$ cat src/hdl/timer_capture_event_square_pkg.sv
// Constants, carriers and decode helpers for the capture/compare timer
package timer_capture_event_square_pkg;

    localparam int DATA_W = 16;
    localparam int ADDR_W = 5;

    localparam logic [ADDR_W-1:0] OFS_COUNTER  = 5'h00;
    localparam logic [ADDR_W-1:0] OFS_CAPCMP_A = 5'h04;
    localparam logic [ADDR_W-1:0] OFS_CAPCMP_B = 5'h08;
    localparam logic [ADDR_W-1:0] OFS_MODE     = 5'h0C;
    localparam logic [ADDR_W-1:0] OFS_PRESCALE = 5'h10;
    localparam logic [ADDR_W-1:0] OFS_CC_CTRL  = 5'h14;
    localparam logic [ADDR_W-1:0] OFS_OUT_CTRL = 5'h18;
    localparam logic [ADDR_W-1:0] OFS_STATUS   = 5'h1C;

    localparam int MODE_OVF_BIT   = 0;
    localparam int MODE_RUN_LO    = 2;
    localparam int PRE_CLK_LO     = 0;
    localparam int PRE_EDGE_A_LO  = 4;
    localparam int PRE_EDGE_B_LO  = 6;
    localparam int CC_A_CAP_BIT   = 0;
    localparam int CC_A_SRC_BIT   = 1;
    localparam int CC_B_CAP_BIT   = 2;
    localparam int OUT_ENABLE_BIT = 0;
    localparam int OUT_TOGGLE_BIT = 1;
    localparam int ST_MATCH_A_BIT = 0;
    localparam int ST_CAP_B_BIT   = 1;

    localparam logic [1:0] RUN_STOP        = 2'h0;
    localparam logic [1:0] RUN_RESTART     = 2'h1;
    localparam logic [1:0] RUN_FREE        = 2'h2;
    localparam logic [1:0] RUN_MATCH_CLEAR = 2'h3;

    localparam logic [1:0] EDGE_FALL = 2'h0;
    localparam logic [1:0] EDGE_RISE = 2'h1;
    localparam logic [1:0] EDGE_NONE = 2'h2;
    localparam logic [1:0] EDGE_BOTH = 2'h3;

    localparam logic [1:0] CLK_EVENT = 2'h3;

    localparam logic [7:0]        RST_CTRL    = 8'h00;
    localparam logic [DATA_W-1:0] RST_CAPCMP  = 16'h0000;
    localparam logic [DATA_W-1:0] COUNTER_MAX = 16'hFFFF;

    // Count clock divide exponents for selections 0..2, filter clock /2^2
    localparam int DIV_SHIFT_0      = 1;
    localparam int DIV_SHIFT_1      = 3;
    localparam int DIV_SHIFT_2      = 6;
    localparam int FILTER_DIV_SHIFT = 2;

    typedef struct packed {
        logic [ADDR_W-1:0] addr;
        logic [DATA_W-1:0] wdata;
        logic              wr;
        logic              rd;
    } bus_req_type;

    typedef struct packed {
        logic level;
        logic rise;
        logic fall;
    } filter_out_type;

    typedef struct packed {
        logic count_rise;
        logic count_fall;
        logic filter_tick;
    } tick_type;

    function automatic logic edge_valid(input logic [1:0] sel, input filter_out_type f);
        edge_valid = (f.rise && (sel == EDGE_RISE || sel == EDGE_BOTH))
                  || (f.fall && (sel == EDGE_FALL || sel == EDGE_BOTH));
    endfunction

endpackage

$ cat src/hdl/count_prescaler.sv
// Count clock and filter sampling tick generator
module count_prescaler
    import timer_capture_event_square_pkg::*;
#(
    parameter int CNT_W   = 8,
    parameter int SHIFT_0 = DIV_SHIFT_0,
    parameter int SHIFT_1 = DIV_SHIFT_1,
    parameter int SHIFT_2 = DIV_SHIFT_2,
    parameter int SHIFT_F = FILTER_DIV_SHIFT
) (
    input  wire logic       clk_in,
    input  wire logic       rst_n_in,
    input  wire logic [1:0] sel_in,
    output tick_type        tick_out
);

    initial begin
        if (SHIFT_0 < 1 || SHIFT_1 < 1 || SHIFT_2 < 1 || SHIFT_F < 1
            || SHIFT_0 >= CNT_W || SHIFT_1 >= CNT_W || SHIFT_2 >= CNT_W
            || SHIFT_F >= CNT_W) begin
            $error("count_prescaler: divide exponent out of range");
        end
    end

    typedef struct packed {
        logic [CNT_W-1:0] cnt;
        tick_type         tick;
    } pre_state_type;

    pre_state_type s;
    pre_state_type next_s;

    function automatic logic [CNT_W-1:0] low_mask(input int sh);
        low_mask = CNT_W'((1 << sh) - 1);
    endfunction

    // Free running divider: the count phase is not tied to timer start
    always_comb begin
        logic [CNT_W-1:0] m;
        m = '0;
        next_s = s;
        next_s.cnt = s.cnt + 1'b1;
        unique case (sel_in)
            2'h0:    m = low_mask(SHIFT_0);
            2'h1:    m = low_mask(SHIFT_1);
            default: m = low_mask(SHIFT_2);
        endcase
        next_s.tick.count_rise  = (s.cnt & m) == '0;
        next_s.tick.count_fall  = (s.cnt & m) == ((m >> 1) + 1'b1);
        next_s.tick.filter_tick = (s.cnt & low_mask(SHIFT_F)) == '0;
    end

    always_ff @(posedge clk_in or negedge rst_n_in) begin
        if (!rst_n_in) begin
            s <= '0;
        end else begin
            s <= next_s;
        end
    end

    assign tick_out = s.tick;

endmodule

$ cat src/hdl/edge_filter.sv
// Two-sample noise filter with edge pulses
module edge_filter
    import timer_capture_event_square_pkg::*;
(
    input  wire logic     clk_in,
    input  wire logic     rst_n_in,
    input  wire logic     raw_in,
    input  wire logic     sample_in,
    input  wire logic     enable_in,
    output filter_out_type filt_out
);

    typedef struct packed {
        logic           prev;
        logic           ran;
        filter_out_type f;
    } filt_state_type;

    filt_state_type s;
    filt_state_type next_s;

    always_comb begin
        next_s = s;
        next_s.f.rise = 1'b0;
        next_s.f.fall = 1'b0;
        if (enable_in) begin
            next_s.ran = 1'b1;
            if (sample_in) begin
                next_s.prev = raw_in;
                if (raw_in == s.prev && raw_in != s.f.level) begin
                    next_s.f.level = raw_in;
                    next_s.f.rise  = raw_in;
                    next_s.f.fall  = !raw_in;
                end
            end
        end else if (s.ran) begin
            // Tracks the pin while stopped, so a restart sees no edge
            next_s.prev    = raw_in;
            next_s.f.level = raw_in;
        end
    end

    // Level starts low: a pin already high shows one rise at first enable
    always_ff @(posedge clk_in or negedge rst_n_in) begin
        if (!rst_n_in) begin
            s <= '0;
        end else begin
            s <= next_s;
        end
    end

    assign filt_out = s.f;

endmodule

$ cat src/hdl/timer_capture_event_square.sv
// 16-bit timer with two capture/compare registers, event count and square wave
//
// Added by the designer: the register offsets and the plain strobed port.
module timer_capture_event_square
    import timer_capture_event_square_pkg::*;
(
    input  wire logic              ref_clk_in,
    input  wire logic              arst_n_in,
    input  wire logic [ADDR_W-1:0] addr_in,
    input  wire logic [DATA_W-1:0] wdata_in,
    input  wire logic              wr_in,
    input  wire logic              rd_in,
    output logic      [DATA_W-1:0] rdata_out,
    input  wire logic              capture_input_a_in,
    input  wire logic              capture_input_b_in,
    output logic                   timer_output_pin_out,
    output logic                   timer_output_pin_oe_n_out,
    output logic                   match_a_irq_out,
    output logic                   capcmp_irq_b_out
);

    typedef struct packed {
        logic [DATA_W-1:0] main_counter;
        logic [DATA_W-1:0] capcmp_reg_a;
        logic [DATA_W-1:0] capcmp_reg_b;
        logic [1:0]        run_mode;
        logic              overflow_flag;
        logic              ovf_hold;
        logic [7:0]        prescale_edge_select_reg;
        logic [2:0]        capcmp_control_reg;
        logic [1:0]        output_control_reg;
        logic              flag_match_a;
        logic              capture_b_irq_flag;
        logic              pend_a;
        logic              pend_b;
        logic              meta_a;
        logic              sync_a;
        logic              meta_b;
        logic              sync_b;
        logic [DATA_W-1:0] rdata;
        logic              match_a_irq;
        logic              irq_b;
        logic              tout;
        logic              tout_oe_n;
    } state_type;

    logic [1:0]     rst_sync;
    logic           rst_n;
    state_type      s;
    state_type      next_s;
    bus_req_type    req;
    tick_type       tick;
    filter_out_type filt_a;
    filter_out_type filt_b;
    logic           running;
    logic           event_mode;
    logic [1:0]     edge_sel_a;
    logic [1:0]     edge_sel_b;

    always_ff @(posedge ref_clk_in or negedge arst_n_in) begin
        if (!arst_n_in) begin
            rst_sync <= 2'h0;
        end else begin
            rst_sync <= {rst_sync[0], 1'b1};
        end
    end
    assign rst_n = rst_sync[1];

    assign req        = '{addr: addr_in, wdata: wdata_in, wr: wr_in, rd: rd_in};
    assign running    = s.run_mode != RUN_STOP;
    assign event_mode = s.prescale_edge_select_reg[PRE_CLK_LO +: 2] == CLK_EVENT;
    assign edge_sel_a = s.prescale_edge_select_reg[PRE_EDGE_A_LO +: 2];
    assign edge_sel_b = s.prescale_edge_select_reg[PRE_EDGE_B_LO +: 2];

    count_prescaler u_prescaler (
        .clk_in   (ref_clk_in),
        .rst_n_in (rst_n),
        .sel_in   (s.prescale_edge_select_reg[PRE_CLK_LO +: 2]),
        .tick_out (tick)
    );

    // Event mode samples on the fixed clock, capture on count clock fall
    edge_filter u_filter_a (
        .clk_in    (ref_clk_in),
        .rst_n_in  (rst_n),
        .raw_in    (s.sync_a),
        .sample_in (event_mode ? tick.filter_tick : tick.count_fall),
        .enable_in (running),
        .filt_out  (filt_a)
    );

    edge_filter u_filter_b (
        .clk_in    (ref_clk_in),
        .rst_n_in  (rst_n),
        .raw_in    (s.sync_b),
        .sample_in (tick.count_fall),
        .enable_in (running),
        .filt_out  (filt_b)
    );

    always_comb begin
        logic edge_a;
        logic edge_b;
        logic inv_a;
        logic advance;
        logic matched;
        edge_a  = edge_valid(edge_sel_a, filt_a);
        edge_b  = edge_valid(edge_sel_b, filt_b);
        inv_a   = (edge_sel_a == EDGE_RISE && filt_a.fall)
               || (edge_sel_a == EDGE_FALL && filt_a.rise);
        advance = running && (event_mode ? edge_a : tick.count_rise);
        matched = 1'b0;

        next_s             = s;
        next_s.meta_a      = capture_input_a_in;
        next_s.sync_a      = s.meta_a;
        next_s.meta_b      = capture_input_b_in;
        next_s.sync_b      = s.meta_b;
        next_s.match_a_irq = 1'b0;
        next_s.irq_b       = 1'b0;
        next_s.rdata       = '0;

        // Read returns pre-capture contents; counter read has no side effect
        if (req.rd) begin
            unique case (req.addr)
                OFS_COUNTER:  next_s.rdata = s.main_counter;
                OFS_CAPCMP_A: next_s.rdata = s.capcmp_reg_a;
                OFS_CAPCMP_B: next_s.rdata = s.capcmp_reg_b;
                OFS_MODE:     next_s.rdata = DATA_W'({s.run_mode, 1'b0, s.overflow_flag});
                OFS_PRESCALE: next_s.rdata = DATA_W'(s.prescale_edge_select_reg);
                OFS_CC_CTRL:  next_s.rdata = DATA_W'(s.capcmp_control_reg);
                OFS_OUT_CTRL: next_s.rdata = DATA_W'(s.output_control_reg);
                OFS_STATUS:   next_s.rdata = DATA_W'({s.capture_b_irq_flag, s.flag_match_a});
                default:      next_s.rdata = '0;
            endcase
        end

        if (req.wr) begin
            unique case (req.addr)
                OFS_CAPCMP_A: next_s.capcmp_reg_a = req.wdata;
                OFS_CAPCMP_B: next_s.capcmp_reg_b = req.wdata;
                OFS_MODE: begin
                    next_s.run_mode = req.wdata[MODE_RUN_LO +: 2];
                    if (!req.wdata[MODE_OVF_BIT] && !s.ovf_hold) begin
                        next_s.overflow_flag = 1'b0;
                    end
                end
                OFS_PRESCALE: next_s.prescale_edge_select_reg = req.wdata[7:0];
                OFS_CC_CTRL:  next_s.capcmp_control_reg = req.wdata[2:0];
                OFS_OUT_CTRL: next_s.output_control_reg = req.wdata[1:0];
                OFS_STATUS: begin
                    if (req.wdata[ST_MATCH_A_BIT]) begin
                        next_s.flag_match_a = 1'b0;
                    end
                    if (req.wdata[ST_CAP_B_BIT]) begin
                        next_s.capture_b_irq_flag = 1'b0;
                    end
                end
                default: ;
            endcase
        end

        // Hardware updates follow the bus so a capture beats a write
        if (!running) begin
            next_s.main_counter = '0;
            next_s.pend_a       = 1'b0;
            next_s.pend_b       = 1'b0;
            next_s.ovf_hold     = 1'b0;
        end else if (s.run_mode == RUN_RESTART && !event_mode && edge_a
                     && edge_sel_a != EDGE_BOTH) begin
            next_s.capcmp_reg_b = s.main_counter;
            next_s.main_counter = '0;
            next_s.pend_b       = 1'b1;
        end else if (advance) begin
            next_s.ovf_hold = 1'b0;
            if (s.main_counter == COUNTER_MAX
                && (s.run_mode == RUN_FREE || s.capcmp_reg_a == COUNTER_MAX)) begin
                next_s.overflow_flag = 1'b1;
                next_s.ovf_hold      = 1'b1;
            end
            // Equality only: a compare value below the count waits for wrap
            if ((s.run_mode == RUN_MATCH_CLEAR || event_mode)
                && !s.capcmp_control_reg[CC_A_CAP_BIT]
                && s.main_counter == s.capcmp_reg_a) begin
                matched             = 1'b1;
                next_s.main_counter = '0;
            end else begin
                next_s.main_counter = s.main_counter + 1'b1;
            end
            if (!s.capcmp_control_reg[CC_B_CAP_BIT]
                && s.main_counter == s.capcmp_reg_b) begin
                next_s.irq_b              = 1'b1;
                next_s.capture_b_irq_flag = 1'b1;
            end
        end

        // Free and match-clear captures; none while the pin clocks the count
        if (running && s.run_mode != RUN_RESTART && !event_mode) begin
            if (s.capcmp_control_reg[CC_B_CAP_BIT] && edge_a) begin
                next_s.capcmp_reg_b = s.main_counter;
                next_s.pend_b       = 1'b1;
            end
            if (s.capcmp_control_reg[CC_A_CAP_BIT] && edge_sel_a != EDGE_BOTH
                && (s.capcmp_control_reg[CC_A_SRC_BIT] ? inv_a : edge_b)) begin
                next_s.capcmp_reg_a = s.main_counter;
                next_s.pend_a       = 1'b1;
            end
        end

        if (matched) begin
            next_s.match_a_irq  = 1'b1;
            next_s.flag_match_a = 1'b1;
            if (!event_mode && s.output_control_reg == 2'h3) begin
                next_s.tout = !s.tout;
            end
        end

        // Captures land on the fall phase, their requests on the next rise
        if (running && tick.count_rise) begin
            if (s.pend_a) begin
                next_s.match_a_irq  = 1'b1;
                next_s.flag_match_a = 1'b1;
                next_s.pend_a       = 1'b0;
            end
            if (s.pend_b) begin
                next_s.irq_b              = 1'b1;
                next_s.capture_b_irq_flag = 1'b1;
                next_s.pend_b             = 1'b0;
            end
        end

        // Pin is an input while it clocks the event counter
        next_s.tout_oe_n = !(next_s.output_control_reg[OUT_ENABLE_BIT]
                           && next_s.prescale_edge_select_reg[PRE_CLK_LO +: 2] != CLK_EVENT);
    end

    always_ff @(posedge ref_clk_in or negedge rst_n) begin
        if (!rst_n) begin
            s <= '{
                main_counter:             RST_CAPCMP,
                capcmp_reg_a:             RST_CAPCMP,
                capcmp_reg_b:             RST_CAPCMP,
                prescale_edge_select_reg: RST_CTRL,
                tout_oe_n:                1'b1,
                default:                  '0
            };
        end else begin
            s <= next_s;
        end
    end

    assign rdata_out                 = s.rdata;
    assign timer_output_pin_out      = s.tout;
    assign timer_output_pin_oe_n_out = s.tout_oe_n;
    assign match_a_irq_out           = s.match_a_irq;
    assign capcmp_irq_b_out          = s.irq_b;

endmodule

$ cat config.mk
export PLATFORM = sky130hd
export DESIGN_NAME = timer_capture_event_square
export DESIGN_NICKNAME = d
export VERILOG_FILES = /design/src/hdl/timer_capture_event_square_pkg.sv /design/src/hdl/count_prescaler.sv /design/src/hdl/edge_filter.sv /design/src/hdl/timer_capture_event_square.sv
export SDC_FILE = /design/constraint.sdc
export NUM_CORES = 1
export LEC_CHECK = 0
export BUFFER_PORTS_ARGS = -buffer_cell sky130_fd_sc_hd__buf_4
export CAP_MARGIN = 15
export CORE_MARGIN = 2
export CORE_UTILIZATION = 50
export CTS_CLUSTER_SIZE = 20
export DETAILED_ROUTE_END_ITERATION = 7
export PLACE_DENSITY = 0.71
export SLEW_MARGIN = 15
export SYNTH_ARGS = -nofsm -noshare
export SYNTH_HDL_FRONTEND = slang
export SYNTH_SLANG_ARGS = --single-unit
$ cat constraint.sdc
create_clock -name ref_clk_in -period 3.4 [get_ports ref_clk_in]
set_input_delay 0.51 -clock ref_clk_in [delete_from_list [all_inputs] [get_ports ref_clk_in]]
set_output_delay 0.51 -clock ref_clk_in [all_outputs]
set_load 0.05 [all_outputs]
# Word level (Yosys, flattened, before mapping)
# Cells that the tools add are included.
[word_totals]
output_inout_bits = 20
in_bits = 27
register_bits = 115
[classes]
muxes = 74
n_bitwise = 1
addsub = 3
n_reduce_logical = 61
n_eq_ne = 36
[op_table]
columns = ["operator", "n"]
rows = [
  ["$mux W16", 11],
  ["$pmux W16 S8", 1],
  ["$mux W1", 41],
  ["$mux W35", 1],
  ["$eq A16 B16 Y1", 2],
  ["$eq A16 B16 Y1 const B", 2],
  ["$mux W32", 1],
  ["$logic_and A1 B1 Y1", 25],
  ["$eq A5 B5 Y1 const B", 4],
  ["$mux W2", 10],
  ["$mux W3", 6],
  ["$add A16 B1 Y16 const B", 1],
  ["$logic_not A8 Y1", 2],
  ["$reduce_and A2 Y1", 8],
  ["$eq A2 B2 Y1 const B", 6],
  ["$ne A2 B1 Y1 const B", 6],
  ["$pmux W6 S2", 1],
  ["$eq A5 B4 Y1 const B", 2],
  ["$logic_not A1 Y1", 9],
  ["$logic_or A1 B1 Y1", 9],
  ["$mux W9", 1],
  ["$add A8 B1 Y8 const B", 1],
  ["$and A8 B6 Y8", 1],
  ["$eq A2 B1 Y1 const B", 4],
  ["other kinds (12)", 20],
]

# Depth between registers and ports, before layout
[depth]
ltp_word = 12
ltp_mapped = 10
ltp_nobuf = 8

# Hierarchy
# A second synthesis with hierarchy kept.
[unflattened]
hier_cells = 625
area_unflattened_um2 = 6268.5
[modules_own_cells]
columns = ["mod", "cells_each", "instances", "area_each_um2"]
rows = [
  ["timer_capture_event_square", 546, 1, 5381.4],
  ["edge_filter", 22, 2, 236.5],
  ["count_prescaler", 35, 1, 414.1],
]

# Least setup slack after synthesis
# No wires, ideal clock.
[synth_path]
path_type = "register -> register"
from = "register s (netlist bit edge_sel_a[0])"
to = "register s[91] in the netlist's numbering"
synth_period_minus_slack_ns = 2.081
arrival_ns = 1.999
required_time_ns = 3.317
setup_slack_ns = 1.319
n_path_buf = 1
setup_time_ns = 0.083
path_stages_with_launch = 10
cell_sequence = "dfrtp_1 -> inv_1 -> ha_1 -> nand2b_1 -> a211oi_1 -> a21oi_1 -> o41a_1 -> buf_6 -> or4b_2 -> o21ai_0"
[synth_via]
elab_chain_cells = 8
word_cells_on_any_way = 16
[synth_rtl]
columns = ["element", "line_no", "rtl"]
rows = [
  ["from (decl)", "timer_capture_event_square.sv:49", "state_type s;"],
  ["from (signal assigned)", "timer_capture_event_square.sv:239", "s <= '{"],
  ["from (signal assigned)", "timer_capture_event_square.sv:248", "s <= next_s;"],
  ["$eq A2 B1 Y1 (tied with other cells)", "timer_capture_event_square_pkg.sv:71", "edge_valid = (f.rise && (sel == EDGE_RISE || sel == EDGE_BOTH))"],
  ["$logic_or A1 B1 Y1, on equally long branches", "timer_capture_event_square_pkg.sv:71, timer_capture_event_square_pkg.sv:72", ""],
  ["$logic_and A1 B1 Y1, on equally long branches", "timer_capture_event_square_pkg.sv:71, timer_capture_event_square_pkg.sv:72", ""],
  ["$logic_or A1 B1 Y1", "timer_capture_event_square_pkg.sv:72", "|| (f.fall && (sel == EDGE_FALL || sel == EDGE_BOTH));"],
  ["$logic_and A1 B1 Y1", "timer_capture_event_square.sv:169", "end else if (s.run_mode == RUN_RESTART && !event_mode && edge_a"],
  ["$logic_and A1 B1 Y1", "timer_capture_event_square.sv:170", "&& edge_sel_a != EDGE_BOTH) begin"],
  ["$mux W16", "timer_capture_event_square.sv:169", ""],
  ["$mux W16", "timer_capture_event_square.sv:164", "if (!running) begin"],
]
# Parallel ways exist; a longest one is shown, timed or not.
# A chain may end at the register's enable or synchronous reset.

# Worst setup path after layout
[layout_path]
from = "register s (netlist bit edge_sel_a[0])"
to = "register s[92] in the netlist's numbering"
# The elaborated chain is that of the path after synthesis.

==> flow_summary.rst <==
.. list-table::
   :header-rows: 1

   * - Metric
     - Value
   * - Combined global-route utilization of all metal layers
     - 0.247
   * - Critical Path End Type
     - register
   * - Depth of the worst hold-timing path
     - 1
   * - Total of fill cells in the finished design
     - 975
   * - Status
     - finished, violations left
   * - # setup viols final
     - 0
   * - Synth Flop Type
     - sky130_fd_sc_hd__dfrtp_1
   * - Sequential share of the synthesized area
     - 0.475
   * - Switching share of total power
     - 0.312
   * - Critical path buffers and inverters
     - 1
   * - Capture instance of the worst register-to-register path
     - s[92]$_DFFE_PN0P_
   * - Critical path required time
     - 3.70 ns
   * - Mapped Nets
     - 632
   * - Number of buffers added by the clock tree synthesis step
     - 17
   * - Seq pwr share
     - 0.434
   * - Die W
     - 113 um
   * - Detailed router's first-iteration violation count
     - 374
   * - Via count of the first global-routing pass
     - 4,699
   * - Leakage
     - 3.17 nW
   * - CP peak stage delay
     - 0.45 ns
   * - Worst-case register-to-register setup slack
     - 0.75 ns
   * - Per-cell routed wire length
     - 19.3 um
   * - Number of nets with antenna violations after routing
     - 0
   * - Initial core utilization
     - 0.517
   * - Number of buffers on the longest clock path
     - 2
   * - Met3 WL
     - 979 um
   * - RSZ-0062 raised after global routing
     - no
   * - DIE AREA
     - 12,800 sq um
   * - First-pass GRT wire length
     - 24,300 um
   * - Clock Tree Root
     - sky130_fd_sc_hd__clkbuf_16
   * - Critical Path Fanout Max
     - 11
   * - Fraction of layout cells with a size suffix above 1
     - 0.192
   * - Count of flip-flops with a built-in enable after synthesis
     - 0
   * - Count of maximum capacitance violations
     - 0
   * - Via-per-instance ratio
     - 6.04
   * - Reg-to-reg critical path startpoint
     - edge_sel_a[0]$_DFFE_PN0P_
   * - FFs w/ async S/R, synth
     - 1.00
   * - Total overflow reported by the global router
     - 0
   * - Total standard cell area after synthesis
     - 5950 sq um
   * - Resized Gates After CTS
     - 0
   * - Logic pwr share
     - 0.171
   * - Mean post-synth cell area
     - 9.97 sq um
   * - Drt drc
     - 5
   * - Most common cell after layout, fill and taps aside
     - sky130_fd_sc_hd__dfrtp_1
   * - Synthesized netlist cell count
     - 597
   * - Max-slew headroom at the worst pin
     - 0.361
   * - Worst-path clk slew
     - 0.05 ns
   * - Arrival time of the worst setup path
     - 2.95 ns
   * - Quantity of I/O buffers inserted on ports
     - 46
   * - Switching power of the nets
     - 1.43 mW
   * - Post-route setup TNS
     - 0 ns
   * - Fmax
     - 377 MHz
   * - Wire length after detailed routing
     - 14,900 um
   * - Cell type group with the largest total delay on the critical path
     - compound AO/OA/AOI/OAI gates
   * - Count of TritonRoute iterations in the first routing pass
     - 7
   * - Share of power burned in the clock network
     - 0.394
   * - Power per unit of standard cell area
     - 671 nW/um^2
   * - Clock network latency to the later pin of the worst-skew pair
     - 0.42 ns
   * - Minimum clock period
     - 2.65 ns
   * - HPWL reported at the end of detailed placement
     - 10,300 um
   * - Core outline area
     - 11,500 sq um
   * - CTS tree
     - built
   * - Vias post-DR
     - 4,668
   * - Number of top-level design ports
     - 47
   * - Violated checks
     - DRC
   * - Total number of yosys warnings
     - 0
   * - Final Power
     - 4.59 mW
   * - Layout area overhead
     - 15.0%
   * - Worst-case hold path end point
     - next_s[20]$_DFF_PN0_
   * - Slowest cell on crit path
     - sky130_fd_sc_hd__o41a_1
   * - Total of flip-flops plus latches after synthesis
     - 113
   * - Transition time at the pin with the least slew margin
     - 0.956 ns
   * - Commonest non-fill, non-tap cells in the layout
     - sky130_fd_sc_hd__dfrtp_1 (111), sky130_fd_sc_hd__nand2_1 (67), sky130_fd_sc_hd__buf_4 (55)
   * - Worst hold path startpoint
     - capture_input_b_in
   * - Met1 wire length
     - 6580 um
   * - Distinct cell type count after synthesis
     - 59
   * - Height of the die
     - 113 um
   * - Worst IR Drop VDD
     - 348 uV
   * - Cell-internal power
     - 3.16 mW
   * - Number of antenna violations at the first check in global routing
     - 0
   * - Critical path class
     - register to register
   * - Worst-path cell chain
     - inv_1 -> ha_1 -> nand2b_1 -> a211oi_1 -> a21oi_1 -> o41a_1 -> nand2b_1 -> o311ai_0
   * - Last weighted congestion value of the routability-driven placer
     - 0.878
   * - Met2 WL
     - 7050 um
   * - Worst clock skew
     - 0.00781 ns
   * - # rows
     - 39
   * - Clock sinks
     - 113
   * - Number of max-slew violations in the final report
     - 0
   * - Number of nets in the final layout
     - 652
   * - H-Tree Level Count
     - 4
   * - Critical Path Source Type
     - register
   * - Reg2Reg Depth
     - 8
   * - Hold Path Class
     - input pin to register
   * - Number of buffers inserted by post-CTS setup repair
     - 0
   * - Endpoints failing hold
     - 0
   * - Crit path top cell by count
     - sky130_fd_sc_hd__nand2b_1
   * - Pin count of the biggest net entering global routing
     - 68
   * - Tcrit/Tclk final
     - 0.781
   * - Antenna cell count
     - 0
   * - DR top layer
     - met4
-- logic make-up (layout without fill, tap and decap cells) --
family,count (synthesis),in the layout,synth area share
XOR/XNOR,37,37,0.0544
buffers and inverters,67,100,0.0643
adder cells (fa/ha/maj),8,8,0.0168
other,1,1,0.000630
flip-flops,113,113,0.475
AO/OA/AOI/OAI,131,131,0.137
multiplexers,51,51,0.0893
AND/OR/NAND/NOR,189,189,0.162
-- Yosys cell counts, drive strengths merged, types with 2 or more instances --
library cell	instances	area [sq um]
nand4	10	62.6
nor2	34	128
xnor2	6	52.6
a221o	2	20.0
o31ai	6	45.0
mux2	17	191
a221oi	2	17.5
a22oi	28	210
nand2	68	258
or4b	2	20.0
a21o	2	15.0
mux2i	34	340
o21ai	29	145
ha	8	100
nor4	12	103
dfrtp	112	2800
or3	2	12.5
nor3	11	76.3
and2	4	26.3
inv	11	41.3
clkbuf	16	60.1
xor2	31	272
nor2b	2	12.5
buf	40	282
and3	5	31.3
or4	2	15.0
a21oi	42	210
or2	3	18.8
o311ai	3	26.3
nand3	23	115
nand2b	5	31.3
a31oi	9	56.3
-- worst max-delay path by stage --
stage                     depth (start not counted)                    endpoint                 startpoint
final                                             8           s[92]$_DFFE_PN0P_  edge_sel_a[0]$_DFFE_PN0P_
after global routing                              8           s[83]$_DFFE_PN0P_  edge_sel_a[0]$_DFFE_PN0P_
after CTS                                         8           s[92]$_DFFE_PN0P_  edge_sel_a[0]$_DFFE_PN0P_
after detailed placement                          8           s[92]$_DFFE_PN0P_  edge_sel_a[0]$_DFFE_PN0P_
after global placement                            8           s[83]$_DFFE_PN0P_  edge_sel_a[0]$_DFFE_PN0P_
after floorplan                                   0  capcmp_irq_b_out$_DFF_PN0_      rst_sync[1]$_DFF_PN0_
-- flip-flops by register name, indices dropped and copies added, names as in the netlist --
register                   cells
s                             67
u_prescaler.s                  6
timer_output_pin_oe_n_out      1
u_prescaler.tick_out           3
u_filter_b.s                   2
rst_sync                       2
rdata_out                     16
u_filter_a.s                   1
u_filter_b.filt_out            3
next_s                         2
u_filter_a.filt_out            3
edge_sel_b                     2
timer_output_pin_out           1
match_a_irq_out                1
capcmp_irq_b_out               1
edge_sel_a                     2
-- metal layers --
| metal | global-route usage | vias up |
|---|---|---|
| met5 | 0 | - |
| met4 | 0.0943 | 0 |
| met3 | 0.0552 | 26 |
| met2 | 0.392 | 152 |
| met1 | 0.335 | 2329 |
| li1 | - | 2161 |
-- worst reg2reg max path: stages, from the launching register on --
cell                       delay (ns)
sky130_fd_sc_hd__dfrtp_1         0.44
sky130_fd_sc_hd__inv_1           0.07
sky130_fd_sc_hd__ha_1            0.28
sky130_fd_sc_hd__nand2b_1        0.12
sky130_fd_sc_hd__a211oi_1        0.13
sky130_fd_sc_hd__a21oi_1         0.33
sky130_fd_sc_hd__o41a_1          0.45
sky130_fd_sc_hd__nand2b_1        0.30
sky130_fd_sc_hd__o311ai_0        0.41
-- power by group through the flow --
stage               Clock [mW]  Sequential (mW)  Combinational, mW
floorplan                    0             1.84              0.666
finish                    1.81             2.00              0.787
global placement             0             1.99              0.751
CTS                       1.82             1.98              0.789
global route              1.90             2.03              0.882
detailed placement           0             2.00              0.779
-- metrics by stage --
step | hold WS [ns] | worst slack, ns | util | cells | area [sq um]
6_report | 0.198 | 0.745 | 0.595 | 773 | 6850
5_1_grt | 0.188 | 0.484 | 0.595 | 773 | 6850
4_1_cts | 0.187 | 0.733 | 0.595 | 773 | 6850
3_5_place_dp | 0.295 | 0.770 | 0.541 | 740 | 6230
3_3_place_gp | 0.292 | 0.878 | 0.541 | 740 | 6230
2_1_floorplan | 0.214 | 0.0207 | - | 597 | 5950
-- repair_timing --
action                     CTS  global route
hold endpoints to repair     2             0
setup endpoints to repair    0             0
hold buffers                 1             0
-- final cells by class --
class                      instances  area (sq um)  share of cell area
multi-input combinational        417          2750               0.401
tap                              143           179              0.0261
clock buffer                      21           470              0.0687
clock inverter                    11           135              0.0197
timing repair buffer              57           443              0.0647
sequential                       113          2830               0.414
inverter                          11          41.3             0.00603
No activity file was read; power rests on OpenSTA's default activity.
